File: src/ndfs_defines.vh
// Register map, field positions, reset values and unmapped-address answer of the non-volatile duty and fail-safe bank
`ifndef NDFS_DEFINES_VH
`define NDFS_DEFINES_VH
// ****************************************
// Register offsets (byte offsets within the bank)
// ****************************************
`define NDFS_OFF_DUTY_CH6 8'hA6
`define NDFS_OFF_DUTY_CH7 8'hA7
`define NDFS_OFF_DUTY_CH8 8'hA8
`define NDFS_OFF_DUTY_CH9 8'hA9
`define NDFS_OFF_DUTY_CH10 8'hAA
`define NDFS_OFF_DUTY_CH11 8'hAB
`define NDFS_OFF_FS0_LOW 8'hC0
`define NDFS_OFF_FS0_HIGH 8'hC1
`define NDFS_OFF_FS1_LOW 8'hC2
`define NDFS_OFF_FS1_HIGH 8'hC3
`define NDFS_OFF_FS_CTRL 8'hD0
`define NDFS_OFF_CH_STATUS_LOW 8'hD1
`define NDFS_OFF_CH_STATUS_HIGH 8'hD2
// ****************************************
// Reset values
// ****************************************
`define NDFS_RST_DUTY 8'hFF
`define NDFS_RST_FS0_LOW 8'h00
`define NDFS_RST_FS0_HIGH 4'h0
`define NDFS_RST_FS1_LOW 8'hFF
`define NDFS_RST_FS1_HIGH 4'hF
`define NDFS_RST_FS_CTRL 2'h0
// ****************************************
// Field positions
// ****************************************
`define NDFS_HIGH_MSB 3
`define NDFS_CTRL_FS0_BIT 0
`define NDFS_CTRL_FS1_BIT 1
// ****************************************
// Bus answer for unmapped addresses
// ****************************************
`define NDFS_UNMAPPED_DATA 8'h00
`endif

File: src/ndfs_byte_reg.v
// One byte-wide read/write register with a load strobe and a reset value
`timescale 1ns/1ps
`default_nettype none
module ndfs_byte_reg
#(
    parameter [7:0] RESET_VALUE = 8'h00,
    parameter [7:0] WRITE_MASK = 8'hFF
)
(
    input wire clk_i,
    input wire rst_i,
    input wire load_i,
    input wire [7:0] data_i,
    output reg [7:0] value_o
);
    // ****************************************
    // Storage
    // ****************************************
    // Bits outside the mask are forced to zero so reserved bits stay read-as-zero
    always @(posedge clk_i)
    begin
        if (rst_i)
        begin
            value_o <= RESET_VALUE & WRITE_MASK;
        end
        else if (load_i)
        begin
            value_o <= data_i & WRITE_MASK;
        end
    end
endmodule // ndfs_byte_reg
`default_nettype wire

File: src/ndfs_chan_select.v
// Per-channel output switch driven by the active fail-safe state and its enable bits
`timescale 1ns/1ps
`default_nettype none
module ndfs_chan_select
(
    input wire clk_i,
    input wire rst_i,
    input wire normal_on_i,
    input wire safe0_en_i,
    input wire safe1_en_i,
    input wire in_safe0_i,
    input wire in_safe1_i,
    output reg out_on_o
);
    // ****************************************
    // Output switch
    // ****************************************
    // State 1 takes priority if both are requested; registered to keep the output glitch free
    always @(posedge clk_i)
    begin
        if (rst_i)
        begin
            out_on_o <= 1'b0;
        end
        else if (in_safe1_i)
        begin
            out_on_o <= safe1_en_i;
        end
        else if (in_safe0_i)
        begin
            out_on_o <= safe0_en_i;
        end
        else
        begin
            out_on_o <= normal_on_i;
        end
    end
endmodule // ndfs_chan_select
`default_nettype wire

File: src/ndfs_regs.v
// Non-volatile duty and fail-safe enable register bank with a classic Wishbone slave
//
// Added by the designer: the Wishbone register port.
`timescale 1ns/1ps
`default_nettype none
`include "ndfs_defines.vh"
// Functional notes
// - Channels 6-11 duty bytes, read/write, reset FFh
// - Fail-safe 0 enables ch0-7, bit=channel, reset clear
// - Fail-safe 0 ch8-11 in bits 3:0, upper zero
// - Fail-safe 1 enables ch0-7, reset all set
// - Fail-safe 1 ch8-11 bits 3:0, reset 0Fh
// - Zero disables channel, one enables it
module ndfs_regs
(
    input wire clk_i,
    input wire rst_i,
    input wire wb_cyc_i,
    input wire wb_stb_i,
    input wire wb_we_i,
    input wire [7:0] wb_adr_i,
    input wire [7:0] wb_dat_i,
    input wire wb_sel_i,
    output reg [7:0] wb_dat_o,
    output reg wb_ack_o,
    input wire fs_enter0_i,
    input wire fs_enter1_i,
    input wire [11:0] normal_on_i,
    output reg [7:0] stored_duty_ch6_o,
    output reg [7:0] stored_duty_ch7_o,
    output reg [7:0] stored_duty_ch8_o,
    output reg [7:0] stored_duty_ch9_o,
    output reg [7:0] stored_duty_ch10_o,
    output reg [7:0] stored_duty_ch11_o,
    output wire [11:0] chan_on_o,
    output reg [1:0] fs_active_o
);
    // ****************************************
    // Overview
    // ****************************************
    // Ten byte registers sit behind a classic Wishbone slave:
    // six stored duty bytes for channels 6 to 11 and four fail-safe
    // enable bytes, two for each fail-safe state.
    // A control byte lets software force a fail-safe state, and two
    // read-only status bytes show the channel outputs and active states.
    // Every access is answered one cycle after it is taken, so a master
    // that holds its request sees ack in the second cycle.
    // Writes land on the edge that raises ack; reads are latched on it.
    // Reserved upper nibbles of the high enable bytes are never stored,
    // which keeps them reading as zero whatever software writes.
    // The fail-safe request pins are asynchronous and pass two flops first;
    // this costs latency but keeps metastability away from the logic.
    // Channel outputs are registered, so they follow the state one cycle
    // later and cannot glitch while the enables or the state change.
    // Limitation: the stored values are plain flops here; programming of
    // the non-volatile array itself happens outside this block.
    // Unmapped addresses are answered like mapped ones, so a stray access
    // never stalls the bus.

    // ****************************************
    // Synchronisers for the fail-safe requests
    // ****************************************
    reg [1:0] fs_req_meta; // First stage, read only by the second
    reg [1:0] fs_req_sync; // Second stage, safe to use
    always @(posedge clk_i)
    begin
        if (rst_i)
        begin
            // No request is seen while reset is high
            fs_req_meta <= 2'h0;
            fs_req_sync <= 2'h0;
        end
        else
        begin
            // Bit 1 carries state 1, bit 0 state 0
            fs_req_meta <= {fs_enter1_i, fs_enter0_i};
            fs_req_sync <= fs_req_meta;
        end
    end

    // ****************************************
    // Bus decode
    // ****************************************
    wire bus_req; // A request is on the bus this cycle
    wire wr_req; // Write that takes effect now
    // Ack high masks the answer cycle, so a held request is taken once
    assign bus_req = wb_cyc_i & wb_stb_i & ~wb_ack_o;
    // A write with its byte lane low is answered but stores nothing
    assign wr_req = bus_req & wb_we_i & wb_sel_i;

    // Load strobes, one per storage register
    // Unmapped and read-only addresses match none, so such writes are dropped
    // Stored duty bytes
    wire ld_duty6 = wr_req & (wb_adr_i == `NDFS_OFF_DUTY_CH6);
    wire ld_duty7 = wr_req & (wb_adr_i == `NDFS_OFF_DUTY_CH7);
    wire ld_duty8 = wr_req & (wb_adr_i == `NDFS_OFF_DUTY_CH8);
    wire ld_duty9 = wr_req & (wb_adr_i == `NDFS_OFF_DUTY_CH9);
    wire ld_duty10 = wr_req & (wb_adr_i == `NDFS_OFF_DUTY_CH10);
    wire ld_duty11 = wr_req & (wb_adr_i == `NDFS_OFF_DUTY_CH11);
    // Fail-safe enable bytes
    wire ld_fs0_low = wr_req & (wb_adr_i == `NDFS_OFF_FS0_LOW);
    wire ld_fs0_high = wr_req & (wb_adr_i == `NDFS_OFF_FS0_HIGH);
    wire ld_fs1_low = wr_req & (wb_adr_i == `NDFS_OFF_FS1_LOW);
    wire ld_fs1_high = wr_req & (wb_adr_i == `NDFS_OFF_FS1_HIGH);
    // Software force of the fail-safe states
    wire ld_ctrl = wr_req & (wb_adr_i == `NDFS_OFF_FS_CTRL);

    // ****************************************
    // Storage registers
    // ****************************************
    // Outputs of the storage flops, read by the mux, the duty output copies and the channel switches
    wire [7:0] duty6; // Stored duty, channel 6
    wire [7:0] duty7; // Stored duty, channel 7
    wire [7:0] duty8; // Stored duty, channel 8
    wire [7:0] duty9; // Stored duty, channel 9
    wire [7:0] duty10; // Stored duty, channel 10
    wire [7:0] duty11; // Stored duty, channel 11
    wire [7:0] fs0_low; // Fail-safe 0 enables, channels 0-7
    wire [7:0] fs0_high; // Fail-safe 0 enables, channels 8-11
    wire [7:0] fs1_low; // Fail-safe 1 enables, channels 0-7
    wire [7:0] fs1_high; // Fail-safe 1 enables, channels 8-11

    // Full-byte duty values
    ndfs_byte_reg #(.RESET_VALUE(`NDFS_RST_DUTY), .WRITE_MASK(8'hFF)) u_duty6
    (
        .clk_i(clk_i),
        .rst_i(rst_i),
        .load_i(ld_duty6),
        .data_i(wb_dat_i),
        .value_o(duty6)
    );
    ndfs_byte_reg #(.RESET_VALUE(`NDFS_RST_DUTY), .WRITE_MASK(8'hFF)) u_duty7
    (
        .clk_i(clk_i),
        .rst_i(rst_i),
        .load_i(ld_duty7),
        .data_i(wb_dat_i),
        .value_o(duty7)
    );
    ndfs_byte_reg #(.RESET_VALUE(`NDFS_RST_DUTY), .WRITE_MASK(8'hFF)) u_duty8
    (
        .clk_i(clk_i),
        .rst_i(rst_i),
        .load_i(ld_duty8),
        .data_i(wb_dat_i),
        .value_o(duty8)
    );
    ndfs_byte_reg #(.RESET_VALUE(`NDFS_RST_DUTY), .WRITE_MASK(8'hFF)) u_duty9
    (
        .clk_i(clk_i),
        .rst_i(rst_i),
        .load_i(ld_duty9),
        .data_i(wb_dat_i),
        .value_o(duty9)
    );
    ndfs_byte_reg #(.RESET_VALUE(`NDFS_RST_DUTY), .WRITE_MASK(8'hFF)) u_duty10
    (
        .clk_i(clk_i),
        .rst_i(rst_i),
        .load_i(ld_duty10),
        .data_i(wb_dat_i),
        .value_o(duty10)
    );
    ndfs_byte_reg #(.RESET_VALUE(`NDFS_RST_DUTY), .WRITE_MASK(8'hFF)) u_duty11
    (
        .clk_i(clk_i),
        .rst_i(rst_i),
        .load_i(ld_duty11),
        .data_i(wb_dat_i),
        .value_o(duty11)
    );

    // Fail-safe enables; the high halves mask off the reserved nibble
    ndfs_byte_reg #(.RESET_VALUE(`NDFS_RST_FS0_LOW), .WRITE_MASK(8'hFF)) u_fs0_low
    (
        .clk_i(clk_i),
        .rst_i(rst_i),
        .load_i(ld_fs0_low),
        .data_i(wb_dat_i),
        .value_o(fs0_low)
    );
    ndfs_byte_reg #(.RESET_VALUE({4'h0, `NDFS_RST_FS0_HIGH}), .WRITE_MASK(8'h0F)) u_fs0_high
    (
        .clk_i(clk_i),
        .rst_i(rst_i),
        .load_i(ld_fs0_high),
        .data_i(wb_dat_i),
        .value_o(fs0_high)
    );
    ndfs_byte_reg #(.RESET_VALUE(`NDFS_RST_FS1_LOW), .WRITE_MASK(8'hFF)) u_fs1_low
    (
        .clk_i(clk_i),
        .rst_i(rst_i),
        .load_i(ld_fs1_low),
        .data_i(wb_dat_i),
        .value_o(fs1_low)
    );
    ndfs_byte_reg #(.RESET_VALUE({4'h0, `NDFS_RST_FS1_HIGH}), .WRITE_MASK(8'h0F)) u_fs1_high
    (
        .clk_i(clk_i),
        .rst_i(rst_i),
        .load_i(ld_fs1_high),
        .data_i(wb_dat_i),
        .value_o(fs1_high)
    );

    // ****************************************
    // Fail-safe state control
    // ****************************************
    // Software may force a state; a synchronised pin request also enters it
    reg [1:0] fs_force; // Software-forced fail-safe states
    always @(posedge clk_i)
    begin
        if (rst_i)
        begin
            // Normal operation after reset
            fs_force <= `NDFS_RST_FS_CTRL;
        end
        else if (ld_ctrl)
        begin
            // Bits above the two state flags are ignored
            fs_force <= wb_dat_i[1:0];
        end
    end

    // Active state flags, also shown to software
    always @(posedge clk_i)
    begin
        if (rst_i)
        begin
            // No state is active while reset is high
            fs_active_o <= 2'h0;
        end
        else
        begin
            // Either source holds the state for as long as it stays high
            fs_active_o <= fs_force | fs_req_sync;
        end
    end

    // ****************************************
    // Channel outputs
    // ****************************************
    // One enable bit per channel: zero keeps the output off, one turns it on
    wire [11:0] safe0_bits = {fs0_high[`NDFS_HIGH_MSB:0], fs0_low};
    wire [11:0] safe1_bits = {fs1_high[`NDFS_HIGH_MSB:0], fs1_low};
    // One switch per channel; state 1 wins when both states are active
    genvar ch;
    generate
        for (ch = 0; ch < 12; ch = ch + 1)
        begin : g_chan
            ndfs_chan_select u_sel
            (
                .clk_i(clk_i),
                .rst_i(rst_i),
                .normal_on_i(normal_on_i[ch]),
                .safe0_en_i(safe0_bits[ch]),
                .safe1_en_i(safe1_bits[ch]),
                .in_safe0_i(fs_active_o[`NDFS_CTRL_FS0_BIT]),
                .in_safe1_i(fs_active_o[`NDFS_CTRL_FS1_BIT]),
                .out_on_o(chan_on_o[ch])
            );
        end
    endgenerate

    // ****************************************
    // Duty value outputs
    // ****************************************
    // Registered copies so every top output comes from a flip-flop
    always @(posedge clk_i)
    begin
        if (rst_i)
        begin
            // Outputs show the reset value at once
            stored_duty_ch6_o <= `NDFS_RST_DUTY;
            stored_duty_ch7_o <= `NDFS_RST_DUTY;
            stored_duty_ch8_o <= `NDFS_RST_DUTY;
            stored_duty_ch9_o <= `NDFS_RST_DUTY;
            stored_duty_ch10_o <= `NDFS_RST_DUTY;
            stored_duty_ch11_o <= `NDFS_RST_DUTY;
        end
        else
        begin
            // One cycle behind the storage registers
            stored_duty_ch6_o <= duty6;
            stored_duty_ch7_o <= duty7;
            stored_duty_ch8_o <= duty8;
            stored_duty_ch9_o <= duty9;
            stored_duty_ch10_o <= duty10;
            stored_duty_ch11_o <= duty11;
        end
    end

    // ****************************************
    // Read mux
    // ****************************************
    reg [7:0] next_rd_data; // Read data chosen by address
    // Decoded every cycle; latched only when a read is taken
    always @*
    begin
        case (wb_adr_i)
            // Stored duty bytes
            `NDFS_OFF_DUTY_CH6: next_rd_data = duty6;
            `NDFS_OFF_DUTY_CH7: next_rd_data = duty7;
            `NDFS_OFF_DUTY_CH8: next_rd_data = duty8;
            `NDFS_OFF_DUTY_CH9: next_rd_data = duty9;
            `NDFS_OFF_DUTY_CH10: next_rd_data = duty10;
            `NDFS_OFF_DUTY_CH11: next_rd_data = duty11;
            // Fail-safe enable bytes; high halves already hold zero above bit 3
            `NDFS_OFF_FS0_LOW: next_rd_data = fs0_low;
            `NDFS_OFF_FS0_HIGH: next_rd_data = fs0_high;
            `NDFS_OFF_FS1_LOW: next_rd_data = fs1_low;
            `NDFS_OFF_FS1_HIGH: next_rd_data = fs1_high;
            // Control byte and read-only status bytes
            `NDFS_OFF_FS_CTRL: next_rd_data = {6'h00, fs_force};
            `NDFS_OFF_CH_STATUS_LOW: next_rd_data = chan_on_o[7:0];
            `NDFS_OFF_CH_STATUS_HIGH: next_rd_data = {fs_active_o, 2'h0, chan_on_o[11:8]};
            // Unmapped addresses still acknowledge and read as zero
            default: next_rd_data = `NDFS_UNMAPPED_DATA;
        endcase
    end

    // ****************************************
    // Bus answer
    // ****************************************
    // Ack one cycle after the request; it drops the next cycle so a held request is not taken twice
    always @(posedge clk_i)
    begin
        if (rst_i)
        begin
            // No answer pending after reset
            wb_ack_o <= 1'b0;
            wb_dat_o <= 8'h00;
        end
        else
        begin
            // Answer every taken request, mapped or not
            wb_ack_o <= bus_req;
            if (bus_req & ~wb_we_i)
            begin
                // Read data is kept until the next read
                wb_dat_o <= next_rd_data;
            end
        end
    end
endmodule // ndfs_regs
`default_nettype wire

File: config.mk
export PLATFORM = sky130hd
export DESIGN_NAME = ndfs_regs
export DESIGN_NICKNAME = d
export VERILOG_FILES = /design/src/ndfs_byte_reg.v /design/src/ndfs_chan_select.v /design/src/ndfs_regs.v
export VERILOG_INCLUDE_DIRS = /design/src
export SDC_FILE = /design/constraint.sdc
export NUM_CORES = 1
export LEC_CHECK = 0
export BUFFER_PORTS_ARGS = -buffer_cell sky130_fd_sc_hd__buf_2
export CORE_UTILIZATION = 38
export CTS_CLUSTER_SIZE = 40
export DETAILED_ROUTE_END_ITERATION = 10
export SLEW_MARGIN = 20
export SYNTH_ARGS = -nofsm -noshare
export SYNTH_HDL_FRONTEND = slang
export SYNTH_HIERARCHICAL = 1
export SYNTH_SLANG_ARGS = --single-unit
export TNS_END_PERCENT = 100
File: constraint.sdc
create_clock -name clk_i -period 3.15 [get_ports clk_i]
set_clock_uncertainty 0.05 [all_clocks]
set_input_delay 0.4725 -clock clk_i [delete_from_list [all_inputs] [get_ports clk_i]]
set_output_delay 0.4725 -clock clk_i [all_outputs]
set_load 0.1 [all_outputs]
# --- Yosys cells after proc, flatten, opt, wreduce, memory -nomap -nowiden ---
# Index checks and enable logic that the tools add are counted.
op_classes:
  addsub: 0
  multipliers: 0
  div_mod_pow: 0
  n_lt_le_gt_ge: 0
  eq_ne: 13
  shifts: 0
  mux: 25
  n_bitwise: 19
  reduce_logical: 0
op_table:
  columns: ["op", "count"]
  rows:
  - ["8-bit equality test, second input constant", 13]
  - ["8-bit one-hot mux with 13 select lines", 1]
  - ["1-bit 2-to-1 mux", 24]
  - ["1-bit bitwise AND", 16]
  - ["1-bit inverter", 2]
  - ["2-bit bitwise OR", 1]
totals:
  regBits: 149
  latch_bits: 0
  mem_bits_rw: 0
  romBits: 0
  out_inout_bits: 71
  elab_cells: 91
  memories: 0

# --- Logic depth before layout (Yosys ltp) ---
# Gate-level depths: netlist of run 1.
depth:
  depth_word: 5
  depth_mapped: 8
  ltp_nobuf: 5

# --- Hierarchy ---
# The synthesis of run 1 kept the hierarchy.
modules_own_cells:
  columns: ["module", "n_inst", "cells_per_inst", "area_per_inst_um2"]
  rows:
  - ["ndfs_regs", 1, 333, 3056.7]
  - ["ndfs_byte_reg at u_duty10 ...", 7, 26, 302.8]
  - ["ndfs_chan_select", 12, 5, 52.6]
  - ["ndfs_byte_reg at u_fs0_low", 1, 26, 285.3]
  - ["ndfs_byte_reg at u_fs0_high", 1, 18, 173.9]
  - ["ndfs_byte_reg at u_fs1_high", 1, 17, 173.9]

# --- Worst setup path before layout of run 1 ---
# Ideal clock, no wire load.
synth_timing:
  path_type: "reg-to-reg"
  from: "reg wb_ack_o"
  to: "reg u_fs1_low.value_o[4]"
  setup_time_ns: 0.120
  arrival_time_ns: 2.704
  required_ns: 2.980
  slack_ns: 0.277
  path_stages_with_launch: 8
  cell_sequence: "dfxtp_1 > nand3b_1 > or2_2 > clkbuf_1 > nor4_1 > buf_6 > nor2b_1 > a211o_1"
synth_between:
  elab_chain_cells: 5
synth_rtl:
  columns: ["element", "line", "source"]
  rows:
  - ["start: declaration", "ndfs_regs.v:25", "output reg wb_ack_o,"]
  - ["start signal: assignment", "ndfs_regs.v:338", "wb_ack_o <= bus_req;"]
  - ["1-bit inverter", "ndfs_regs.v:87", "assign bus_req = wb_cyc_i & wb_stb_i & ~wb_ack_o;"]
  - ["1-bit bitwise AND", "ndfs_regs.v:87", null]
  - ["1-bit bitwise AND (2 in series)", "ndfs_regs.v:89", "assign wr_req = bus_req & wb_we_i & wb_sel_i;"]
  - ["1-bit bitwise AND", "ndfs_regs.v:103", "wire ld_fs1_low = wr_req & (wb_adr_i == `NDFS_OFF_FS1_LOW);"]
  - ["via ld_fs1_low", "ndfs_regs.v:103", null]
  - ["end signal: assignment", "ndfs_byte_reg.v:24", "value_o <= RESET_VALUE & WRITE_MASK;"]
  - ["end signal: assignment", "ndfs_byte_reg.v:28", "value_o <= data_i & WRITE_MASK;"]
  - ["end: declaration", "ndfs_byte_reg.v:14", "output reg [7:0] value_o"]
# The timed path passes the listed nets, and every way through them passes these cells.
# A chain may end at the register's enable or synchronous reset.

# --- Final worst setup path of run 1 ---
layout_timing:
  from: "in wb_adr_i[6]"
  to: "reg u_duty9.value_o[5]"
layout_between:
  elab_chain_cells: 2
layout_rtl:
  columns: ["element", "line", "source"]
  rows:
  - ["start: declaration", "ndfs_regs.v:21", "input wire [7:0] wb_adr_i,"]
  - ["8-bit equality test", null, null]
  - ["1-bit bitwise AND", "ndfs_regs.v:97", "wire ld_duty9 = wr_req & (wb_adr_i == `NDFS_OFF_DUTY_CH9);"]
  - ["via ld_duty9", "ndfs_regs.v:97", null]
  - ["end signal: assignment", "ndfs_byte_reg.v:24", null]
  - ["end signal: assignment", "ndfs_byte_reg.v:28", null]
  - ["end: declaration", "ndfs_byte_reg.v:14", null]
# The timed path passes the listed nets, and every way through them passes these cells.

==> results of run 1 <==
-- power breakdown --
| group | internal [W] | switching, W |
|---|---|---|
| logic | 0.0000790 | 0.000235 |
| registers | 0.00190 | 0.00000945 |
| clock network | 0.00115 | 0.000785 |
| total | 0.00312 | 0.00103 |
-- registers in the layout, summed over array words and instances (netlist names) --
register and cells:
fs_active_o 2, fs_force 2, fs_req_meta 2, fs_req_sync 2, g_chan.u_sel/out_on_o 12, stored_duty_ch10_o 8, stored_duty_ch11_o 8, stored_duty_ch6_o 8
stored_duty_ch7_o 8, stored_duty_ch8_o 8, stored_duty_ch9_o 8, u_duty10/value_o 8, u_duty11/value_o 8, u_duty6/value_o 8, u_duty7/value_o 8, u_duty8/value_o 8
u_duty9/value_o 8, u_fs0_high/value_o 4, u_fs0_low/value_o 8, u_fs1_high/value_o 4, u_fs1_low/value_o 8, wb_ack_o 1, wb_dat_o 8
-- routing by layer --
layer	vias to the layer above	global-route usage, %	wire length, um
met5	-	0	0
met4	0	7.02	298
met3	24	4.84	1210
met2	200	32.2	8140
met1	2399	29.8	8470
li1	2448	-	-
-- critical path, cell delays in order --
cell and delay, ps:
buf_2 120, and4bb_1 740, nand2_2 330, nor3_1 260, buf_4 230, nor2b_1 70, a211o_2 260
-- worst max path at each step --
stage,from,end,slack [ps],depth (start not counted)
after global routing,wb_adr_i[6],u_duty10/value_o[1],800,7
after CTS,wb_adr_i[6],u_duty10/value_o[1],1000,7
after global placement,wb_adr_i[6],u_duty10/value_o[1],630,7
after detailed placement,wb_adr_i[6],u_duty10/value_o[0],570,7
after floorplan,wb_ack_o,u_fs1_low/value_o[4],280,7
final,wb_adr_i[6],u_duty9/value_o[5],920,7
-- metrics by stage --
step | utilization [%] | std cells | area (um^2) | power [W] | hold slack [ps]
after floorplan | - | 642 | 6460 | 0.00216 | 361
after global placement | 43.0 | 938 | 7120 | 0.00226 | 367
after detailed placement | 43.0 | 938 | 7120 | 0.00226 | 375
after CTS | 46.4 | 969 | 7690 | 0.00418 | 191
after global routing | 46.4 | 969 | 7690 | 0.00429 | 201
final | 46.4 | 969 | 7690 | 0.00415 | 201
-- cell type report --
cell class,instances,area [um^2],area share (%)
multi-input cells,427,3120,40.6
flip-flops and latches,149,2980,38.8
repair buffers,126,683,8.88
clock buffers,21,470,6.12
well taps,220,275,3.58
clock inverters,10,98.8,1.28
inverters,16,60.1,0.781
-- logic make-up (layout without fill, tap and decap cells) --
| kind of cell | count (synthesis) | in the layout | synth area share (%) |
|---|---|---|---|
| compound gates | 130 | 130 | 18.1 |
| other cells | 2 | 8 | 0.117 |
| flops | 149 | 149 | 46.3 |
| mux | 45 | 45 | 7.34 |
| buf+inv | 66 | 173 | 5.85 |
| simple gates | 244 | 244 | 22.2 |
-- cell usage after synthesis (5+ instances only) --
| cell | number | share of area (%) |
|---|---|---|
| dfxtp_1 | 149 | 46 |
| nor2b_1 | 79 | 7.7 |
| or2_2 | 50 | 4.9 |
| a211o_2 | 42 | 6.5 |
| mux2i_1 | 36 | 5.6 |
| nor2_1 | 28 | 1.6 |
| nand2_1 | 22 | 1.3 |
| a211o_1 | 18 | 2.4 |
| inv_1 | 16 | 0.93 |
| buf_4 | 15 | 1.7 |
| nand3_1 | 15 | 1.2 |
| a211oi_2 | 12 | 2.3 |
| nor3_1 | 11 | 0.85 |
| clkbuf_1 | 9 | 0.52 |
| o21ai_0 | 9 | 0.70 |
| buf_1 | 8 | 0.47 |
| buf_2 | 8 | 0.62 |
| buf_6 | 8 | 1.4 |
| mux2_2 | 8 | 1.4 |
| a22oi_1 | 6 | 0.70 |
| nor4_1 | 6 | 0.58 |
| a21oi_1 | 5 | 0.39 |
| nor3b_1 | 5 | 0.58 |
==> reports/metrics.cfg, run 1 <==
[worst_hold_path]
min_path_type = input pin to flip-flop
whs_endpoint = fs_req_meta[0]
hold_start = fs_enter0_i
hold_depth = 2

[sta]
final_max_slew_viol_count = 0
rsz0062_at_grt = no
finalSetupViolCount = 0
fin_crit_sh_pct = 70.8
setup-tns-final_ps = 0
timing.fmax_mhz = 449
finalCriticalPeriod_ps = 2230
slew-limit-headroom_pct = 51.6
hold_viol = 0
tightest_slew_ps = 726
setup_ws_ps = 921

[die]
ios = 107
die_x_um = 132
dieArea_um2 = 17500
die_h_um = 132
row_count = 47
core_um2 = 16600
start_util_pct = 38.8

[place]
hpwl_mm = 12.8
place_ws_ps = 566
portBuffers = 106
gp_congestion = 0.891

[cts]
cts_num_sinks = 149
cts_buffers = 17
root_buffer = clkbuf_16
cts.reportedPaths.clkPinSlew_ps = 60
postCtsSetupBuffers = 0
cts_buffer_depth = 2
clock_latency_ps = 430
cts_hold_buffers = 0
cts_tree = done
cts-resized-gates = 0
h-tree-depth = 4

[routing]
vias = 5071
drc = 0
first_pass_iters = 5
ant_nets = 0
viasPerCell = 5.23
wl_mm = 18.1
wl_per_cell_um = 18.7
drt_iter0_drc = 422

[worst_setup_path]
worstRegToRegCells = 6
r2r_slack_ps = 1070
critPathMaxFanout = 18
crit_path_end_kind = flip-flop
critPathKind = input pin to flip-flop
worst_r2r_startpoint = wb_ack_o
worstPathRequired_ps = 3420
critical_path.reg2reg.endpoint = u_fs1_low/value_o[7]
cp.arrival_ps = 2500
setup.worst_path.start_class = input pin

[yosys]
syn_avg_cell_area_um2 = 10.1
ys.warnings.count = 6
postSynthCellCount = 636
seq_area_frac_synth_pct = 46.3
async_reset_ff_share_pct = 0
synth_cell_type_count = 64
synth_edf_count = 0
synthesis.area_um2 = 6440
synth-seq-cells = 149
synth_ff_type = dfxtp_1

[grt]
grt_antenna_before_repair = 0
grt_pass1_vias = 4659
grt_remaining_overflow = 0
grt_pass1_wl_mm = 28.0
track_usage_pct = 21.3
grt_max_degree = 74

[final_layout]
fillers = 1620
syn2layout_area_growth_pct = 19.4
drive_above_1_share_pct = 37.7
mostFrequentLayoutCells = dfxtp_1, buf_2, nor2b_1, or2_2, a211o_2
layout_commonest_cell = dfxtp_1
antenna_cells = 0
final_nets = 773

[run_status]
status = completed

[pwr]
vdd_drop_max_v = 0.000364
p_per_area_nw_per_um2 = 540
power_leakage_nw = 2.75

[run]
drv_cap = 0

No activity file was read; power rests on OpenSTA's default activity.
==> run 2: changes to the inputs <==
Clock period 3.15 ns to 2.1 ns, I/O delays scaled along.
==> run 2 against run 1 <==
  * Cell count increased by 3.0%
  * Die area unchanged
  * Global-route usage increased by 0.84 points
  * First-iteration DRC count decreased by 12%
  * Core utilization increased by 2.3 points
  * Clock power increased by 47%
  * Via count increased by 3.8%
  * Critical path type is now flip-flop to output port
  * Highest routed layer unchanged
==> reports/metrics.cfg, run 2 (same netlist as run 1, synthesis figures left out) <==
[run]
drv_cap = 0  ; unchanged

[sta]
finalCriticalPeriod_ps = 1870
finalSetupViolCount = 0  ; unchanged
timing.fmax_mhz = 534
rsz0062_at_grt = no  ; unchanged
setup_ws_ps = 226  ; was 921 ps
tightest_slew_ps = 610  ; was 726 ps
hold_viol = 0  ; unchanged
fin_crit_sh_pct = 89.2
final_max_slew_viol_count = 0  ; unchanged
slew-limit-headroom_pct = 59.2  ; was 51.6%

[worst_setup_path]
crit_slowest_cell = dfxtp_1  ; was and4bb_1
critical_path.reg2reg.endpoint = u_fs0_low/value_o[6]  ; was u_fs1_low/value_o[7]
critPathBufInv = 1  ; was 2
cp_cell_sequence = buf_2  ; was buf_2 -> and4bb_1 -> nand2_2 -> nor3_1 -> buf_4 -> nor2b_1 -> a211o_2
critPathMaxFanout = 6  ; was 18
cp_slowest_stage_delay_ps = 560  ; was 740 ps
worstPathRequired_ps = 1740  ; was 3420 ps
worst_r2r_startpoint = wb_ack_o  ; unchanged
worstRegToRegCells = 6  ; unchanged
cp.arrival_ps = 1510  ; was 2500 ps
crit_path_end_kind = output port  ; was flip-flop
critPathKind = flip-flop to output port  ; was input pin to flip-flop
setup.worst_path.start_class = flip-flop  ; was input pin
critPathTopFamily = flip-flops  ; was simple AND/OR/NAND/NOR gates
r2r_slack_ps = 250  ; was 1070 ps

[final_layout]
largest_reg_flops = 12  ; unchanged
layout_commonest_cell = dfxtp_1  ; unchanged
drive_above_1_share_pct = 41.0  ; was 37.7%
antenna_cells = 0  ; unchanged
final_nets = 801  ; was 773
final_area_um2 = 8070  ; was 7690 um^2
regMostFlops = g_chan.u_sel/out_on_o  ; unchanged
syn2layout_area_growth_pct = 25.3  ; was 19.4%
stdcell_count = 998  ; was 969
final_util_pct = 48.7  ; was 46.4%
mostFrequentLayoutCells = dfxtp_1, buf_2, nor2b_1, or2_2, a211o_2  ; unchanged

[worst_hold_path]
hold_start = fs_enter1_i  ; was fs_enter0_i
min_path_type = input pin to flip-flop  ; unchanged
whs_endpoint = fs_req_meta[1]  ; was fs_req_meta[0]
hold_depth = 2  ; unchanged

[grt]
grt_antenna_before_repair = 0  ; unchanged
grt_pass1_wl_mm = 29.2  ; was 28.0 mm
grt_remaining_overflow = 0  ; unchanged
grt_max_degree = 77  ; was 74
grt_pass1_vias = 5023  ; was 4659
track_usage_pct = 22.1  ; was 21.3%

[routing]
first_pass_iters = 4  ; was 5
drt_iter0_drc = 373  ; was 422
vias = 5265  ; was 5071
drc = 0  ; unchanged
wl_per_cell_um = 18.9  ; was 18.7 um
ant_nets = 0  ; unchanged
wl_mm = 18.9  ; was 18.1 mm
viasPerCell = 5.28  ; was 5.23

[pwr]
combPwrFrac_pct = 8.2  ; was 7.6%
power_frac_seq_pct = 46.1  ; was 46.0%
p_per_area_nw_per_um2 = 770  ; was 540 nW/um^2
power_leakage_nw = 2.98  ; was 2.75 nW
vdd_drop_max_v = 0.000530  ; was 0.000364 V
p_total_w = 0.00621  ; was 0.00415 W
p_int_w = 0.00456  ; was 0.00312 W
p_switching_w = 0.00165  ; was 0.00103 W
p_clk_share_pct = 45.7  ; was 46.5%
p_sw_share_pct = 26.6  ; was 24.8%

[cts]
cts_num_sinks = 149  ; unchanged
cts_buffers = 17  ; unchanged
cts_tree = done  ; unchanged
root_buffer = clkbuf_16  ; unchanged
cts.reportedPaths.clkPinSlew_ps = 70  ; was 60 ps
h-tree-depth = 4  ; unchanged
clock_latency_ps = 430  ; about the same
cts_buffer_depth = 2  ; unchanged

[die]
die_h_um = 132  ; unchanged
dieArea_um2 = 17500  ; unchanged
die_x_um = 132  ; unchanged
row_count = 47  ; unchanged
ios = 107  ; unchanged
core_um2 = 16600  ; unchanged
start_util_pct = 38.8  ; unchanged

[place]
gp_congestion = 0.916  ; was 0.891
portBuffers = 106  ; unchanged
place_inst = 964  ; was 938
place_ws_ps = -65.5  ; was 566 ps
placed_cell_area_um2 = 7490  ; was 7120 um^2
hpwl_mm = 13.9  ; was 12.8 mm

[run_status]
status = completed  ; unchanged

## run 2: final cells by class
class | count | area [um^2]
Tap cell | 220 | 275
Multi-Input combinational cell | 427 | 3200
Clock buffer | 18 | 439
Fill cell | 1591 | 8510
Clock inverter | 14 | 116
Sequential cell | 149 | 2990
Inverter | 16 | 60.1
Timing Repair Buffer | 154 | 993
## run 2: metal layers
metal | part of all wire, % | track usage, %
met4 | 2.2 | 8.37
met2 | 46 | 34.2
met1 | 47 | 30.3
met3 | 5.2 | 4.54
met5 | 0 | 0
## run 2: worst max path at each step
stage	start	cells past startpoint	slack [ps]	to
6_report	fs_active_o[0]	1	230	fs_active_o[0]
5_1_grt	wb_ack_o	6	140	u_fs0_low/value_o[7]
4_1_cts	wb_ack_o	5	4	u_duty7/value_o[1]
3_5_place_dp	wb_adr_i[0]	7	-70	wb_dat_o[5]
3_3_place_gp	wb_adr_i[4]	7	-40	u_fs1_high/value_o[1]
2_1_floorplan	wb_ack_o	7	30	u_fs1_low/value_o[4]
## run 2: per-stage QoR
step	hold slack (ps)	setup TNS [ps]
after floorplan	330	0
after global placement	370	-249
after detailed placement	370	-148
after CTS	20.4	0
after global routing	36.0	0
final	33.6	0
## run 2: what timing repair did
item / in CTS / in global routing
setup endpoints to repair: 0 / 18
buffers inserted: 0 / 2
hold buffers: 0 / 0
gates resized for setup: 0 / 2
## run 2: power by group through the flow
stage	combinational [W]	clock, W	sequential (W)
final	0.000511	0.00284	0.00286
after global routing	0.000540	0.00302	0.00286
after CTS	0.000507	0.00290	0.00286
after detailed placement	0.000506	0	0.00293
after global placement	0.000502	0	0.00293
after floorplan	0.000205	0	0.00305
==> run 3: changes to the inputs <==
Settings changed: BUFFER_PORTS_ARGS -buffer_cell sky130_fd_sc_hd__buf_2 to -buffer_cell sky130_fd_sc_hd__buf_4.
==> run 3 against run 2 <==
  * Critical path depth rose by 5
  * Via count fell by 1.6%
  * Cell count down 1.6%
  * Combinational power is 3% higher
  * First-iteration DRC count increased by 38%
  * Largest cell class unchanged
  * Highest routed layer unchanged
==> reports/metrics.cfg, run 3 (same netlist as run 1, synthesis figures left out) <==
[die]
dieArea_um2 = 17500  ; unchanged
core_um2 = 16600  ; unchanged
ios = 107  ; unchanged
row_count = 47  ; unchanged
start_util_pct = 38.8  ; unchanged
die_h_um = 132  ; unchanged
die_x_um = 132  ; unchanged

[worst_hold_path]
min_path_type = input pin to flip-flop  ; unchanged

[place]
hpwl_mm = 13.7  ; was 13.9 mm
gp_congestion = 0.869  ; was 0.916
place_inst = 953  ; was 964
portBuffers = 106  ; unchanged

[cts]
h-tree-depth = 4  ; unchanged
cts-resized-gates = 0  ; unchanged
cts.reportedPaths.clkPinSlew_ps = 60  ; was 70 ps
root_buffer = clkbuf_16  ; unchanged
cts_buffers = 17  ; unchanged
cts_tree = done  ; unchanged
clock_latency_ps = 430  ; about the same
cts_hold_buffers = 0  ; unchanged
cts_buffer_depth = 2  ; unchanged
postCtsSetupBuffers = 0  ; unchanged
cts_num_sinks = 149  ; unchanged

[pwr]
combPwrFrac_pct = 7.9  ; was 8.2%
p_switching_w = 0.00156  ; was 0.00165 W
p_clk_share_pct = 49.1  ; was 45.7%
vdd_drop_max_v = 0.000612  ; was 0.000530 V
power_leakage_nw = 3.06  ; was 2.98 nW
p_int_w = 0.00510  ; was 0.00456 W
p_per_area_nw_per_um2 = 803  ; was 770 nW/um^2
power_frac_seq_pct = 43.0  ; was 46.1%
p_sw_share_pct = 23.4  ; was 26.6%

[sta]
rsz0062_at_grt = no  ; unchanged
finalCriticalPeriod_ps = 1860  ; was 1870 ps
setup-tns-final_ps = 0  ; unchanged
fin_crit_sh_pct = 88.6  ; was 89.2%
hold_viol = 0  ; unchanged
timing.fmax_mhz = 537  ; was 534 MHz
holdWs_ps = 46.3  ; was 33.6 ps
final_max_slew_viol_count = 0  ; unchanged
tightest_slew_ps = 641  ; was 610 ps
slew-limit-headroom_pct = 57.1  ; was 59.2%
finalSetupViolCount = 0  ; unchanged

[final_layout]
mostFrequentLayoutCells = dfxtp_1, buf_4, nor2b_1, or2_2, a211o_2  ; was dfxtp_1, buf_2, nor2b_1, or2_2, a211o_2
fillers = 1551  ; was 1591
syn2layout_area_growth_pct = 28.8  ; was 25.3%
largest_reg_flops = 12  ; unchanged
stdcell_count = 982  ; was 998
multiInputGateArea_um2 = 3190  ; was 3200 um^2
layout_commonest_cell = dfxtp_1  ; unchanged
drive_above_1_share_pct = 39.8  ; was 41.0%
final_nets = 788  ; was 801
regMostFlops = g_chan.u_sel/out_on_o  ; unchanged
regArea_um2 = 2990  ; unchanged
antenna_cells = 0  ; unchanged

[routing]
wl_per_cell_um = 19.2  ; was 18.9 um
ant_nets = 0  ; unchanged
viasPerCell = 5.28  ; about the same
drc = 0  ; unchanged
wl_mm = 18.8  ; was 18.9 mm
drt_iter0_drc = 515  ; was 373
first_pass_iters = 6  ; was 4
vias = 5181  ; was 5265

[worst_setup_path]
setup.worst_path.start_class = flip-flop  ; unchanged
crit_end = u_fs0_low/value_o[2]  ; was fs_active_o[0]
worstRegToRegCells = 6  ; unchanged
critPathMaxFanout = 11  ; was 6
worstPathRequired_ps = 2340  ; was 1740 ps
startpoint = wb_ack_o  ; was fs_active_o[0]
worst_r2r_startpoint = wb_ack_o  ; unchanged
critPathKind = flip-flop to flip-flop  ; was flip-flop to output port
cp.arrival_ps = 2100  ; was 1510 ps
r2r_slack_ps = 240  ; was 250 ps
crit_path_end_kind = flip-flop  ; was output port
critical_path.reg2reg.endpoint = u_fs0_low/value_o[2]  ; was u_fs0_low/value_o[6]

[run_status]
status = completed  ; unchanged

[grt]
grtUsageMet3_pct = 4.84  ; was 4.54%
grt_remaining_overflow = 0  ; unchanged
grt_pass1_wl_mm = 29.2  ; about the same
grt_max_degree = 106  ; was 77
grt_pass1_vias = 4980  ; was 5023
use_met2_pct = 35.0  ; was 34.2%
use_met1_pct = 29.5  ; was 30.3%
grt.busiest_layer = met2  ; unchanged
grt_antenna_before_repair = 0  ; unchanged
track_usage_pct = 22.1  ; about the same

[run]
drv_cap = 0  ; unchanged

-- run 3: layout make-up --
type / count / area share [%]
clock buffer: 17 / 5.13
timing repair buffer: 141 / 13.8
tap: 220 / 3.32
multi-input combinational: 427 / 38.5
clock inverter: 12 / 2.46
inverter: 16 / 0.724
sequential: 149 / 36.0
-- run 3: per-layer routing --
metal	vias to the layer above	wire length, um
met1	2486	8560
li1	2480	-
met4	0	456
met2	187	8670
met5	-	0
met3	28	1130
-- run 3: worst min-delay path by stage --
stage / startpoint / to / slack [ps] / depth (start not counted)
finish: fs_enter1_i / fs_req_meta[1] / 50 / 2
global route: fs_enter1_i / fs_req_meta[1] / 50 / 2
CTS: fs_enter1_i / fs_req_meta[1] / 30 / 2
detailed placement: fs_req_meta[1] / fs_req_sync[1] / 370 / 1
global placement: fs_req_meta[1] / fs_req_sync[1] / 370 / 1
floorplan: rst_i / g_chan[0].u_sel/out_on_o / 330 / 1
-- run 3: stage by stage --
step / util (%) / cell area (um^2) / setup WS, ps / total power, W
after CTS: 50.0 / 8290 / 60.8 / 0.00672
final: 50.0 / 8290 / 238 / 0.00666
after detailed placement: 46.2 / 7660 / 71.3 / 0.00345
after global placement: 46.2 / 7660 / 29.7 / 0.00344
after global routing: 50.0 / 8290 / 91.8 / 0.00687
after floorplan: - / 6560 / 25.9 / 0.00325
-- run 3: power by group through the flow --
stage | Combinational [W] | Clock [W] | Sequential [W]
finish | 0.000527 | 0.00327 | 0.00286
global route | 0.000553 | 0.00345 | 0.00286
CTS | 0.000523 | 0.00333 | 0.00286
detailed placement | 0.000522 | 0 | 0.00293
global placement | 0.000517 | 0 | 0.00293
floorplan | 0.000205 | 0 | 0.00305
-- run 3: worst max-delay path, stage by stage, from the launching register on --
cell and delay [ps]:
dfxtp_4 330, nand3b_1 190, or2_4 390, nor4_2 250, buf_4 240, mux2i_1 220
nor2_1 50
